--- src/core/sapr_params.svh ---
// Constants for the converter control and parallel read port.
// Assumes inclusion by bare name from core/ sources.
`ifndef SAPR_PARAMS_SVH
`define SAPR_PARAMS_SVH

`define SAPR_CLK_PERIOD_PS     5000
`define SAPR_BUSY_MAX_PS       25000
`define SAPR_HOLD_MAX_PS       10000
`define SAPR_RD_VALID_PS       40000
`define SAPR_BUSY_CYC          ((`SAPR_BUSY_MAX_PS / `SAPR_CLK_PERIOD_PS) > 0 ? \
                                (`SAPR_BUSY_MAX_PS / `SAPR_CLK_PERIOD_PS) : 1)
`define SAPR_RD_VALID_CYC      ((`SAPR_RD_VALID_PS + `SAPR_CLK_PERIOD_PS - 1) / \
                                `SAPR_CLK_PERIOD_PS)
`define SAPR_CONV_EDGES        16
`define SAPR_LATCH_EDGE        17
`define SAPR_RESULT_W          16
`define SAPR_BYTE_W            8
`define SAPR_RESULT_RST        16'h0000
`define SAPR_FIFO_DEPTH        4

`endif

--- src/core/sapr_pkg.sv ---
// Types for the converter control and parallel read port.
// Assumes sapr_params.svh is available.
package sapr_pkg;
  typedef enum logic [1:0] {
    SAPR_IDLE = 2'b00,
    SAPR_WAIT = 2'b01,
    SAPR_CONV = 2'b10
  } sapr_state_t;
endpackage

--- src/core/sapr_fifo_if.sv ---
// Valid/ready carrier between the conversion core and the result FIFO.
// Assumes one clock domain shared by both ends.
`timescale 1ns/1ps
`default_nettype none
interface sapr_fifo_if #(parameter int W = 16);
  logic         valid;
  logic         ready;
  logic [W-1:0] data;
  modport src (output valid, output data, input ready);
  modport snk (input valid, input data, output ready);
endinterface
`default_nettype wire

--- src/core/sapr_core.sv ---
// Conversion control and parallel read port of a 16-bit SAR converter.
// Assumes clk_sys_in at 200 MHz; conversion clock, trigger, selects arrive as pins.
`timescale 1ns/1ps
`default_nettype none
`include "sapr_params.svh"
module sapr_core #(
  parameter int RESULT_W   = `SAPR_RESULT_W,
  parameter int FIFO_DEPTH = `SAPR_FIFO_DEPTH
) (
  input  wire logic                clk_sys_in,
  input  wire logic                rstn_in,
  input  wire logic                conv_clk_in,
  input  wire logic                sample_hold_trigger_n_in,
  input  wire logic                chip_sel_n_in,
  input  wire logic                read_n_in,
  input  wire logic                byte_sel_in,
  input  wire logic [RESULT_W-1:0] sar_code_in,
  output logic                     busy_out,
  output logic                     hold_out,
  output logic [RESULT_W-1:0]      result_bus_out,
  output logic [RESULT_W-1:0]      result_bus_oe_out
);
  if (RESULT_W != 2 * `SAPR_BYTE_W) begin : g_width_check
    $error("sapr_core: RESULT_W must be 16");
  end

  localparam int HB = `SAPR_BYTE_W;

  // Two-stage synchronisers for every pin except clock and reset; stage one feeds stage two only
  logic [4:0] sync1_reg;
  logic [4:0] sync2_reg;
  logic [RESULT_W-1:0] code_s1_reg;
  logic [RESULT_W-1:0] code_s2_reg;
  always_ff @(posedge clk_sys_in or negedge rstn_in) begin
    if (!rstn_in) begin
      sync1_reg <= 5'h1E;
      sync2_reg <= 5'h1E;
    end else begin
      sync1_reg <= {sample_hold_trigger_n_in, chip_sel_n_in, read_n_in, byte_sel_in, conv_clk_in};
      sync2_reg <= sync1_reg;
    end
  end
  always_ff @(posedge clk_sys_in or negedge rstn_in) begin
    if (!rstn_in) begin
      code_s1_reg <= `SAPR_RESULT_RST;
      code_s2_reg <= `SAPR_RESULT_RST;
    end else begin
      code_s1_reg <= sar_code_in;
      code_s2_reg <= code_s1_reg;
    end
  end

  wire trig_n_s = sync2_reg[4];
  wire cs_n_s   = sync2_reg[3];
  wire rd_n_s   = sync2_reg[2];
  wire bsel_s   = sync2_reg[1];
  wire cclk_s   = sync2_reg[0];

  logic trig_n_d_reg;
  logic cclk_d_reg;
  always_ff @(posedge clk_sys_in or negedge rstn_in) begin
    if (!rstn_in) begin
      trig_n_d_reg <= 1'b1;
      cclk_d_reg   <= 1'b0;
    end else begin
      trig_n_d_reg <= trig_n_s;
      cclk_d_reg   <= cclk_s;
    end
  end

  // Only an edge starts a conversion, so a trigger held low is harmless
  wire trig_fall = trig_n_d_reg && !trig_n_s;
  wire cclk_rise = !cclk_d_reg && cclk_s;
  wire start_ok  = trig_fall && !cs_n_s;

  sapr_pkg::sapr_state_t state_reg;
  sapr_pkg::sapr_state_t state_next;
  logic [4:0] edge_cnt_reg;
  logic [4:0] edge_cnt_next;

  wire idle_now   = (state_reg == sapr_pkg::SAPR_IDLE);
  wire last_edge  = (state_reg == sapr_pkg::SAPR_CONV) && cclk_rise &&
                    (edge_cnt_reg == 5'(`SAPR_LATCH_EDGE - 1));
  wire busy_next  = (idle_now && start_ok) ||
                    (!idle_now && !last_edge);

  always_comb begin
    state_next    = state_reg;
    edge_cnt_next = edge_cnt_reg;
    case (state_reg)
      sapr_pkg::SAPR_IDLE: begin
        if (start_ok) begin
          state_next    = sapr_pkg::SAPR_WAIT;
          edge_cnt_next = 5'h00;
        end
      end
      sapr_pkg::SAPR_WAIT: begin
        if (cclk_rise) begin
          state_next    = sapr_pkg::SAPR_CONV;
          edge_cnt_next = 5'h01;
        end
      end
      sapr_pkg::SAPR_CONV: begin
        // Extra trigger edges are not looked at here
        if (cclk_rise) begin
          if (last_edge) begin
            state_next    = sapr_pkg::SAPR_IDLE;
            edge_cnt_next = 5'h00;
          end else begin
            edge_cnt_next = edge_cnt_reg + 5'h01;
          end
        end
      end
      default: begin
        state_next    = sapr_pkg::SAPR_IDLE;
        edge_cnt_next = 5'h00;
      end
    endcase
  end

  always_ff @(posedge clk_sys_in or negedge rstn_in) begin
    if (!rstn_in) begin
      state_reg    <= sapr_pkg::SAPR_IDLE;
      edge_cnt_reg <= 5'h00;
      busy_out     <= 1'b0;
      hold_out     <= 1'b0;
    end else begin
      state_reg    <= state_next;
      edge_cnt_reg <= edge_cnt_next;
      busy_out     <= busy_next;
      hold_out     <= busy_next;
    end
  end

  // Finished codes queue in the FIFO; the output register takes the newest
  sapr_fifo_if #(.W(RESULT_W)) conv_if ();
  assign conv_if.valid = last_edge;
  assign conv_if.data  = code_s2_reg;

  logic                fifo_valid;
  logic [RESULT_W-1:0] fifo_data;
  sapr_fifo #(
    .W     (RESULT_W),
    .DEPTH (FIFO_DEPTH)
  ) u_fifo (
    .clk_sys_in   (clk_sys_in),
    .rstn_in      (rstn_in),
    .wr           (conv_if),
    .rd_ready_in  (1'b1),
    .rd_valid_out (fifo_valid),
    .rd_data_out  (fifo_data)
  );

  logic [RESULT_W-1:0] out_word_reg;
  always_ff @(posedge clk_sys_in or negedge rstn_in) begin
    if (!rstn_in) begin
      out_word_reg <= `SAPR_RESULT_RST;
    end else if (fifo_valid) begin
      out_word_reg <= fifo_data;
    end
  end

  // Read window: count the cycles both strobes have been low
  logic [3:0] rd_cnt_reg;
  wire        rd_act = !cs_n_s && !rd_n_s;
  always_ff @(posedge clk_sys_in or negedge rstn_in) begin
    if (!rstn_in) begin
      rd_cnt_reg <= 4'h0;
    end else if (!rd_act) begin
      rd_cnt_reg <= 4'h0;
    end else if (rd_cnt_reg != 4'hF) begin
      rd_cnt_reg <= rd_cnt_reg + 4'h1;
    end
  end

  // Byte mode shifts the upper half down onto the low lines
  wire [RESULT_W-1:0] bus_word = bsel_s ? {{HB{1'b0}}, out_word_reg[RESULT_W-1:HB]}
                                        : out_word_reg;
  always_ff @(posedge clk_sys_in or negedge rstn_in) begin
    if (!rstn_in) begin
      result_bus_out    <= '0;
      result_bus_oe_out <= '0;
    end else begin
      result_bus_out    <= bus_word;
      result_bus_oe_out <= {RESULT_W{rd_act}};
    end
  end

  property p_busy_rise;
    @(posedge clk_sys_in) disable iff (!rstn_in)
      (idle_now && start_ok) |=> busy_out;
  endproperty
  a_busy_rise: assert property (p_busy_rise) else $error("busy not raised");

  property p_busy_fall;
    @(posedge clk_sys_in) disable iff (!rstn_in)
      last_edge |=> !busy_out && (out_word_reg == $past(code_s2_reg, 1) || fifo_valid);
  endproperty
  a_busy_fall: assert property (p_busy_fall) else $error("busy not dropped");

  property p_no_start_cs;
    @(posedge clk_sys_in) disable iff (!rstn_in)
      (idle_now && cs_n_s) |=> !busy_out;
  endproperty
  a_no_start_cs: assert property (p_no_start_cs) else $error("start without select");

  property p_ignore_retrig;
    @(posedge clk_sys_in) disable iff (!rstn_in)
      (state_reg == sapr_pkg::SAPR_CONV && trig_fall && !last_edge) |=>
        (state_reg == sapr_pkg::SAPR_CONV);
  endproperty
  a_ignore_retrig: assert property (p_ignore_retrig) else $error("retrigger taken");

  property p_held_low;
    @(posedge clk_sys_in) disable iff (!rstn_in)
      (idle_now && !trig_n_s && !trig_n_d_reg) |=> !busy_out;
  endproperty
  a_held_low: assert property (p_held_low) else $error("held trigger restarted");

  property p_oe;
    @(posedge clk_sys_in) disable iff (!rstn_in)
      1'b1 |=> (result_bus_oe_out == {RESULT_W{$past(rd_act)}});
  endproperty
  a_oe: assert property (p_oe) else $error("bus enable wrong");

  property p_byte;
    @(posedge clk_sys_in) disable iff (!rstn_in)
      (bsel_s && !fifo_valid) |=> (result_bus_out[HB-1:0] == out_word_reg[RESULT_W-1:HB]);
  endproperty
  a_byte: assert property (p_byte) else $error("byte lane wrong");

  property p_keep;
    @(posedge clk_sys_in) disable iff (!rstn_in)
      !fifo_valid |=> $stable(out_word_reg);
  endproperty
  a_keep: assert property (p_keep) else $error("result changed");

  property p_conv_len;
    @(posedge clk_sys_in) disable iff (!rstn_in)
      (state_reg == sapr_pkg::SAPR_CONV) |-> (edge_cnt_reg <= 5'(`SAPR_CONV_EDGES));
  endproperty
  a_conv_len: assert property (p_conv_len) else $error("conversion too long");

  property p_wait_conv;
    @(posedge clk_sys_in) disable iff (!rstn_in)
      (state_reg == sapr_pkg::SAPR_WAIT && cclk_rise) |=>
        (state_reg == sapr_pkg::SAPR_CONV && edge_cnt_reg == 5'h01);
  endproperty
  a_wait_conv: assert property (p_wait_conv) else $error("conversion start missed");

  property p_busy_hold;
    @(posedge clk_sys_in) disable iff (!rstn_in)
      (state_reg == sapr_pkg::SAPR_CONV && !last_edge) |=> busy_out;
  endproperty
  a_busy_hold: assert property (p_busy_hold) else $error("busy dropped early");

  property p_sample_back;
    @(posedge clk_sys_in) disable iff (!rstn_in)
      last_edge |=> !hold_out;
  endproperty
  a_sample_back: assert property (p_sample_back) else $error("input still held");

  property p_full_word;
    @(posedge clk_sys_in) disable iff (!rstn_in)
      (!bsel_s && !fifo_valid) |=> (result_bus_out == out_word_reg);
  endproperty
  a_full_word: assert property (p_full_word) else $error("word lanes wrong");

  property p_upper_zero;
    @(posedge clk_sys_in) disable iff (!rstn_in)
      bsel_s |=> (result_bus_out[RESULT_W-1:HB] == {HB{1'b0}});
  endproperty
  a_upper_zero: assert property (p_upper_zero) else $error("upper lanes not idle");

  // The bus enable must already stand once the strobes have been low for the valid time
  property p_rd_valid;
    @(posedge clk_sys_in) disable iff (!rstn_in)
      (rd_act && rd_cnt_reg == 4'(`SAPR_RD_VALID_CYC)) |->
        (result_bus_oe_out == {RESULT_W{1'b1}});
  endproperty
  a_rd_valid: assert property (p_rd_valid) else $error("read data late");

  // A full queue would drop a finished code silently
  property p_fifo_room;
    @(posedge clk_sys_in) disable iff (!rstn_in)
      conv_if.valid |-> conv_if.ready;
  endproperty
  a_fifo_room: assert property (p_fifo_room) else $error("result queue full");
endmodule
`default_nettype wire

--- src/core/sapr_fifo.sv ---
// Result FIFO with valid/ready on both sides.
// Assumes a single clock and asynchronous active-low reset.
`timescale 1ns/1ps
`default_nettype none
module sapr_fifo #(
  parameter int W     = 16,
  parameter int DEPTH = 4
) (
  input  wire logic   clk_sys_in,
  input  wire logic   rstn_in,
  sapr_fifo_if.snk    wr,
  input  wire logic   rd_ready_in,
  output logic        rd_valid_out,
  output logic [W-1:0] rd_data_out
);
  localparam int AW = (DEPTH > 1) ? $clog2(DEPTH) : 1;
  if (DEPTH < 2 || (DEPTH & (DEPTH - 1)) != 0) begin : g_depth_check
    $error("sapr_fifo: DEPTH must be power of two");
  end
  logic [W-1:0] mem [DEPTH];
  logic [AW:0]  wptr_reg;
  logic [AW:0]  rptr_reg;
  wire          full  = (wptr_reg[AW] != rptr_reg[AW]) && (wptr_reg[AW-1:0] == rptr_reg[AW-1:0]);
  wire          empty = (wptr_reg == rptr_reg);
  wire          push  = wr.valid && !full;
  wire          pop   = rd_ready_in && !empty;
  assign wr.ready     = !full;
  assign rd_valid_out = !empty;
  assign rd_data_out  = mem[rptr_reg[AW-1:0]];
  always_ff @(posedge clk_sys_in) begin
    if (push) mem[wptr_reg[AW-1:0]] <= wr.data;
  end
  always_ff @(posedge clk_sys_in or negedge rstn_in) begin
    if (!rstn_in) begin
      wptr_reg <= '0;
      rptr_reg <= '0;
    end else begin
      if (push) wptr_reg <= wptr_reg + 1'b1;
      if (pop)  rptr_reg <= rptr_reg + 1'b1;
    end
  end
endmodule
`default_nettype wire

--- config.mk ---
export PLATFORM = sky130hd
export DESIGN_NAME = sapr_core
export DESIGN_NICKNAME = d
export VERILOG_FILES = /design/src/core/sapr_pkg.sv /design/src/core/sapr_fifo_if.sv /design/src/core/sapr_core.sv /design/src/core/sapr_fifo.sv
export VERILOG_INCLUDE_DIRS = /design/src /design/src/core
export SDC_FILE = /design/constraint.sdc
export NUM_CORES = 1
export LEC_CHECK = 0
export BUFFER_PORTS_ARGS = -buffer_cell sky130_fd_sc_hd__clkbuf_2
export CAP_MARGIN = 20
export CORE_MARGIN = 5
export CORE_UTILIZATION = 55
export CTS_CLUSTER_DIAMETER = 80
export DETAILED_ROUTE_END_ITERATION = 10
export PLACE_DENSITY = 0.74
export RECOVER_POWER = 100
export SYNTH_ARGS = -nofsm -noshare
export SYNTH_HDL_FRONTEND = slang
export SYNTH_SLANG_ARGS = --single-unit
--- constraint.sdc ---
create_clock -name clk_sys_in -period 8.3 [get_ports clk_sys_in]
set_input_delay 0.415 -clock clk_sys_in [delete_from_list [all_inputs] [get_ports clk_sys_in]]
set_output_delay 0.415 -clock clk_sys_in [all_outputs]
set_load 0.1 [all_outputs]
=== Word level (Yosys, flattened, before mapping) ===
Memories as Yosys holds them, arrays and structs flattened. A register that Yosys moved wholly into a read port is not among the register bits.
Index checks and enable logic that the tools add are counted.

* Add/sub/neg operators: 3
* Equal/unequal tests: 10
* Multiplexer cells: 13
* Reduce and logical (&&, ||, !) cells: 23

{| class="wikitable"
|+ Operator list
! cell !! count
|-
| $mux W5 || 4
|-
| $mux W16 || 1
|-
| $pmux W5 S3 || 1
|-
| $logic_and A1 B1 Y1 || 10
|-
| $logic_not A1 Y1 || 9
|-
| $mux W2 || 4
|-
| $ne A2 B2 Y1 const B || 4
|-
| $add A3 B1 Y3 const B || 2
|-
| $pmux W2 S3 || 1
|-
| $add A5 B1 Y5 const B || 1
|-
| $eq A5 B5 Y1 const B || 1
|-
| $reduce_and A4 Y1 || 1
|-
| $eq A3 B3 Y1 || 1
|-
| $reduce_and A3 Y1 || 1
|-
| $eq A2 B1 Y1 const B || 1
|-
| $eq A2 B2 Y1 || 1
|-
| $eq A2 B2 Y1 const B || 1
|-
| $logic_not A2 Y1 || 1
|-
| $mux W1 || 2
|-
| $logic_or A1 B1 Y1 || 1
|-
| $ne A1 B1 Y1 || 1
|}

* Register bits after elaboration: 75
* Bits in writable memories: 64
* Bits of input ports: 23
* Memories: 1

{| class="wikitable"
|+ Memories
! memory !! depth !! bits a word !! read ports !! clocked after Yosys merged registers in !! wr ports !! RTL line !! text
|-
| u_fifo.mem || 4 || 16 || 1 || 1 || 1 || sapr_fifo.sv:20 || <nowiki>logic [W-1:0] mem [DEPTH];</nowiki>
|}

=== Logic depth before layout (Yosys ltp) ===
Gate-level depths: netlist (run 1).

* Word-level depth: 7
* Depth in mapped cells: 7
* Depth with buffers taken out: 6

=== Modules after synthesis ===
A second synthesis (run 1) with hierarchy kept.

* Cells, all modules: 312
* Area total of the unflattened synthesis: 5788.1 um^2

{| class="wikitable"
|+ Modules (own cells, without submodules)
! module !! times used !! cells each !! area an instance (um^2)
|-
| sapr_core || 1 || 180 || 2969.1
|-
| sapr_fifo || 1 || 132 || 2819.0
|}

=== Least setup slack after synthesis (run 1) ===
Ideal clock, no wire load.

* Path kind: register to register
* Start: register state_reg[0]
* End: memory u_fifo.mem[3][0] (enable)
* Setup time: 417 ps
* Data arrival time: 2477 ps
* Required time: 7883 ps
* Path slack: 5405 ps
* Stages on the path, launching flop included: 6
* Path buffers: 1
* Clock period less this slack: 2895 ps
* Path through: dfrtp_1 inv_1 ha_1 clkbuf_1 nand4_1 nor3b_1

* Word-level cells in the longest chain between the ends: 6

{| class="wikitable"
|+ RTL lines
! what !! RTL line !! text
|-
| start, declared || sapr_core.sv:76 || <nowiki>sapr_pkg::sapr_state_t state_reg;</nowiki>
|-
| start signal, assigned || sapr_core.sv:123 || <nowiki>state_reg <= sapr_pkg::SAPR_IDLE;</nowiki>
|-
| start signal, assigned || sapr_core.sv:128 || <nowiki>state_reg <= state_next;</nowiki>
|-
| $eq A2 B2 Y1 || sapr_core.sv:82 || <nowiki>wire last_edge = (state_reg == sapr_pkg::SAPR_CONV) && cclk_rise &&</nowiki>
|-
| $logic_and A1 B1 Y1 (2 in series) || sapr_core.sv:82 ||
|-
| $logic_and A1 B1 Y1 || sapr_fifo.sv:25 || <nowiki>wire push = wr.valid && !full;</nowiki>
|-
| $mux W1 || sapr_fifo.sv:31 || <nowiki>if (push) mem[wptr_reg[AW-1:0]] <= wr.data;</nowiki>
|-
| $mux W1 (implied by the code) || sapr_fifo.sv:31 ||
|-
| end, declared || sapr_fifo.sv:20 ||
|}

Every way passes these cells.

=== Final worst setup path (run 1) ===
* Start: register state_reg[0]
* End: memory u_fifo.mem[0][8] (enable)

Same word-level chain as after synthesis.

==> impl_metrics.env, run 1 <==
export IMPL_syn_area_per_cell_um2=19.3
export IMPL_clkTransAtPathRegs_ps=70
export IMPL_skew_ps=7.53
export IMPL_yosys_warnings=0
export IMPL_worstPathRequired_ps=8430
export IMPL_final_common_cell="dfrtp_1"
export IMPL_crit_fanout=16
export IMPL_largest_register_ffs=64
export IMPL_hold_ws_ps=349
export IMPL_wl_um=8320
export IMPL_status="complete, but fails checks"
export IMPL_synth_top_family_by_area="multiplexers"
export IMPL_final_cell_mix="dfrtp_1 (82), edfxtp_1 (64), clkbuf_1 (36)"
export IMPL_clkSinkCount=155
export IMPL_synthAdderAreaFrac=0.0222
export IMPL_cts_buffers=17
export IMPL_grt_setup_unrepaired="no"
export IMPL_crit_type="reg -> reg"
export IMPL_dieArea_um2=12400
export IMPL_synthArstFlopShare=0.587
export IMPL_layout_nets=400
export IMPL_root_buffer="clkbuf_8"
export IMPL_n_antenna_cell=0
export IMPL_htreeDepth=4
export IMPL_first_global_vias=2736
export IMPL_area_growth_pct=17.5
export IMPL_place_inst=462
export IMPL_post_cts_resized=0
export IMPL_yosys_area_share_xor_xnor=0.0122
export IMPL_finalNonFillerCells=516
export IMPL_pin_count=57
export IMPL_vias_per_cell=5.07
export IMPL_vias=2617
export IMPL_cts_max_path_buffers=2
export IMPL_cts_tree="done"
export IMPL_leakagePower_nw=2.73
export IMPL_post_dp_hpwl_um=5180
export IMPL_period_needed_ps=2820
export IMPL_core_area_um2=10100
export IMPL_dr_first_iter_drc_count=75
export IMPL_gp_congestion=0.814
export IMPL_yosysUniqueCellTypes=37
export IMPL_relSlewSlack=-0.255
export IMPL_drive_above_1_share=0.253
export IMPL_syn_cell_area_um2=5630
export IMPL_antenna_found_initial=0
export IMPL_fp_dieH_um=111
export IMPL_worstSetupEndpointType="flop"
export IMPL_synth_edf_count=64
export IMPL_synthesis_nets=325
export IMPL_syn_inst=292
export IMPL_drv_cap=1
export IMPL_fmax_ghz=0.355
export IMPL_io_buffers=56
export IMPL_grt_pass1_wl_um=14400
export IMPL_setup_violations=0
export IMPL_synth_mux_area_frac=0.128
export IMPL_path_buf_inv=1
export IMPL_synth_compound_area_frac=0.0171
export IMPL_period_share=0.339
export IMPL_tns_ps=0
export IMPL_dr_pass1_iters=4
export IMPL_hold_violations=0
export IMPL_place_ws_ps=5710
export IMPL_power_density_nw_per_um2=264
export IMPL_clk_latency_ps=510
export IMPL_yosys_area_share_simple=0.0347
export IMPL_startpoint_type="flop"
export IMPL_cp_arrival_ps=2950
export IMPL_ant_nets=0
export IMPL_chipWidth_um=111
export IMPL_min_path_type="reg -> reg"
export IMPL_ir_drop_mv=0.142
export IMPL_slowest_delay_ps=920
export IMPL_final_util=0.653
export IMPL_grt_util_all_layers=0.151
export IMPL_synth_ff_type="dfrtp_1"
export IMPL_cp_slowest_cell="and2_0"
export IMPL_violations="max-capacitance violations, max-slew violations"
export IMPL_rows=37
export IMPL_route_detailed_drc=0
export IMPL_ys_seq_area_frac=0.747
export IMPL_drt_wirelength_per_cell_um=16.1
export IMPL_grt_max_degree=58
export IMPL_grt_overflow=0
export IMPL_tightest_slew_ps=1880
export IMPL_cp_top_family="simple AND/OR/NAND/NOR gates"
export IMPL_ys_ff_latch=155
export IMPL_start_util=0.556
export IMPL_crit_chain="inv_1 -> ha_1 -> nand4_1 -> nor2_1 -> and2_0"
export IMPL_maxSlewViolCount=36
export IMPL_final_setup_worst_slack_ps=5480
==> power breakdown <==
| group | internal [mW] | switching (mW) | total, mW |
|---|---|---|---|
| Sequential | 0.825 | 0.0167 | 0.841 |
| Clock | 0.385 | 0.328 | 0.713 |
| Combinational | 0.0571 | 0.136 | 0.194 |
| Total | 1.27 | 0.481 | 1.75 |
==> per-layer routing <==
metal | part of all wire | GRT usage | vias up
met2 | 0.47 | 0.224 | 76
met5 | 0 | 0 | -
li1 | - | - | 1211
met1 | 0.45 | 0.209 | 1313
met3 | 0.058 | 0.0448 | 17
met4 | 0.020 | 0.0681 | 0
==> logic make-up (layout without fill, tap and decap cells) <==
| kind of cell | Yosys count | count (layout) |
|---|---|---|
| xor gates and xnor gates | 7 | 7 |
| buffers and inverters | 31 | 119 |
| adders and majority gates | 10 | 10 |
| DFF | 155 | 155 |
| and+or+nand+nor | 34 | 34 |
| muxes | 44 | 44 |
| AOI/OAI and AO/OA | 11 | 11 |
==> worst paths after layout <==
path | from | to | slack [ps] | depth (start not counted)
hold / removal | code_s1_reg[10] | code_s2_reg[10] | 350 | 0
setup reg to reg | state_reg[0] | u_fifo.mem[0][8] | 5480 | 5
max in group asynchronous | rstn_in | result_bus_out[9] | 5770 | 3
setup / recovery | state_reg[0] | u_fifo.mem[0][8] | 5480 | 5
min in group asynchronous | rstn_in | result_bus_out[15] | 960 | 2
hold reg to reg | code_s1_reg[10] | code_s2_reg[10] | 350 | 0
==> through the flow <==
| stage | total power [mW] | cell area, um^2 |
|---|---|---|
| 2_1_floorplan | 1.01 | 5630 |
| 3_3_place_gp | 1.04 | 5920 |
| 3_5_place_dp | 1.05 | 5920 |
| 4_1_cts | 1.78 | 6710 |
| 5_1_grt | 1.82 | 6620 |
| 6_report | 1.75 | 6620 |
==> worst register-to-register path: stages, from the launching register on <==
cell and delay (ps):
dfrtp_1 400, inv_1 90, ha_1 320, nand4_1 350, nor2_1 360, and2_0 920
==> layout make-up <==
type | count | area [um^2]
clock inverter | 15 | 154
timing repair buffer | 81 | 475
sequential | 155 | 4210
clock buffer | 17 | 414
inverter | 6 | 22.5
fill | 710 | 3520
tap | 136 | 170
multi-input combinational | 106 | 1170
==> synthesized netlist by cell type, types with 2 or more instances <==
cell type,count,area (um^2)
a22o_1,2,17.5
a41o_1,2,20.0
and2_1,3,18.8
buf_4,16,120
buf_6,3,33.8
clkbuf_1,4,15.0
dfrtp_1,82,2050
dfstp_2,9,236
edfxtp_1,64,1920
ha_1,10,125
inv_1,6,22.5
mux2_2,20,225
mux2_4,8,120
mux4_1,4,105
mux4_2,12,270
nand2_1,3,11.3
nand3_1,3,15.0
nor2_1,7,26.3
nor2b_1,10,62.6
nor3b_1,3,22.5
xnor2_1,3,26.3
xor2_1,3,26.3
==> timing repair <==
item,in CTS,in global routing
endpoints found under the hold margin,55,0
setup buffers,0,0
hold buffers,22,0
Power figures use the tool's default switching activity.
==> inputs of run 2 (changes only) <==
CORE_UTILIZATION = 52   (was 55)
PLACE_DENSITY = 0.73   (was 0.74)
clock period = 2.4 ns   (was 8.3 ns; I/O delays follow)
==> impl_metrics.env, run 2 (synthesized netlist as in run 1, its figures left out) <==
export IMPL_post_dp_hpwl_um=5540
export IMPL_fillers=798
export IMPL_grt_overflow=0
export IMPL_setup_violations=0
export IMPL_startpoint_type="flop"
export IMPL_period_needed_ps=2090
export IMPL_grt_util_all_layers=0.150
export IMPL_hold_violations=0
export IMPL_grt_setup_unrepaired="no"
export IMPL_start_util=0.524
export IMPL_status="completed"
export IMPL_worstSetupEndpointType="flop"
export IMPL_n_antenna_cell=0
export IMPL_power_density_nw_per_um2=913
export IMPL_cp_arrival_ps=2480
export IMPL_min_from="byte_sel_in"
export IMPL_chipWidth_um=114
export IMPL_vias=2634
export IMPL_fp_dieH_um=114
export IMPL_ir_drop_mv=0.415
export IMPL_period_share=0.871
export IMPL_gp_congestion=0.743
export IMPL_place_ws_ps=381
export IMPL_crit_type="reg -> reg"
export IMPL_final_setup_worst_slack_ps=309
export IMPL_reg2reg_from="state_reg[0]"
export IMPL_wl_um=8900
export IMPL_grt_pass1_wl_um=14600
export IMPL_largest_register_ffs=64
export IMPL_fmax_ghz=0.478
export IMPL_min_path_cells=2
export IMPL_final_cell_mix="dfrtp_1 (82), edfxtp_1 (64), clkbuf_2 (39)"
export IMPL_route_detailed_drc=0
export IMPL_post_cts_setup_buffers=0
export IMPL_crit_fanout=10
export IMPL_drv_cap=0
export IMPL_clkTransAtPathRegs_ps=60
export IMPL_cts_max_path_buffers=2
export IMPL_final_common_cell="dfrtp_1"
export IMPL_r2r_end="state_reg[1]"
export IMPL_min_to="sync1_reg[1]"
export IMPL_dr_first_iter_drc_count=150
export IMPL_layout_nets=407
export IMPL_dr_pass1_iters=4
export IMPL_tns_ps=0
export IMPL_cts_tree="done"
export IMPL_clk_latency_ps=510
export IMPL_tightest_slew_ps=1210
export IMPL_cts_buffers=17
export IMPL_vias_per_cell=5.00
export IMPL_relSlewSlack=0.200
export IMPL_dieArea_um2=13000
export IMPL_r2r_cells=6
export IMPL_ant_nets=0
export IMPL_skew_ps=6.65
export IMPL_clkSinkCount=155
export IMPL_area_growth_pct=19.4
export IMPL_grt_max_degree=53
export IMPL_drt_wirelength_per_cell_um=16.9
export IMPL_hold_ws_ps=244
export IMPL_first_global_vias=2759
export IMPL_maxSlewViolCount=0
export IMPL_core_area_um2=10700
export IMPL_io_buffers=56
export IMPL_worstPathRequired_ps=2790
export IMPL_min_path_type="in -> reg"
export IMPL_pin_count=57
export IMPL_htreeDepth=4
export IMPL_r2r_slack_ps=310
export IMPL_root_buffer="clkbuf_8"
export IMPL_rows=38
export IMPL_final_util=0.626
export IMPL_drive_above_1_share=0.302
export IMPL_antenna_found_initial=0
export IMPL_leakagePower_nw=2.85
==> run 2: per-stage QoR <==
stage	area (um^2)	instances	total power [mW]
6_report	6720	527	6.14
3_3_place_gp	5990	473	3.61
2_1_floorplan	5640	292	3.50
4_1_cts	6800	527	6.21
3_5_place_dp	5990	473	3.64
5_1_grt	6720	527	6.39
==> run 2: repair_timing <==
action	in CTS	in global routing
hold buffers	22	0
endpoints found under the hold margin	60	0
resized for setup	0	0
==> run 2: power breakdown <==
group	total [mW]	internal (mW)	switching [mW]
clock network	2.54	1.48	1.06
registers	2.91	2.85	0.0595
logic	0.679	0.204	0.475
==> run 2: worst max-delay path by stage <==
| stage | start | to | slack, ps |
|---|---|---|---|
| detailed placement | state_reg[0] | u_fifo.mem[0][15] | 380 |
| floorplan | state_reg[0] | u_fifo.mem[3][0] | 100 |
| finish | state_reg[0] | state_reg[1] | 310 |
| CTS | state_reg[0] | u_fifo.mem[0][5] | 370 |
| global route | state_reg[0] | edge_cnt_reg[2] | 120 |
| global placement | state_reg[0] | u_fifo.mem[0][15] | 470 |
==> run 2: layout make-up <==
| type | instances | area (um^2) | share of cell area |
|---|---|---|---|
| flip-flops and latches | 155 | 4210 | 0.626 |
| multi-input cells | 106 | 1170 | 0.174 |
| well taps | 140 | 175 | 0.0261 |
| clock buffers | 21 | 492 | 0.0731 |
| inverters | 6 | 22.5 | 0.00335 |
| clock inverters | 11 | 95.1 | 0.0141 |
| repair buffers | 88 | 559 | 0.0832 |
==> run 2: critical path: stages (launching register included) <==
cell,delay (ps)
dfrtp_1,390
inv_1,90
ha_1,320
nor2_1,80
o2bb2ai_1,580
a21o_1,180
mux2_2,340
==> run 2: routing by layer <==
layer	routed length, um	vias to the layer above	global-route usage
li1	-	1215	-
met1	3860	1353	0.199
met2	4600	59	0.242
met3	351	7	0.0381
met4	100	0	0.0594
met5	0	-	0
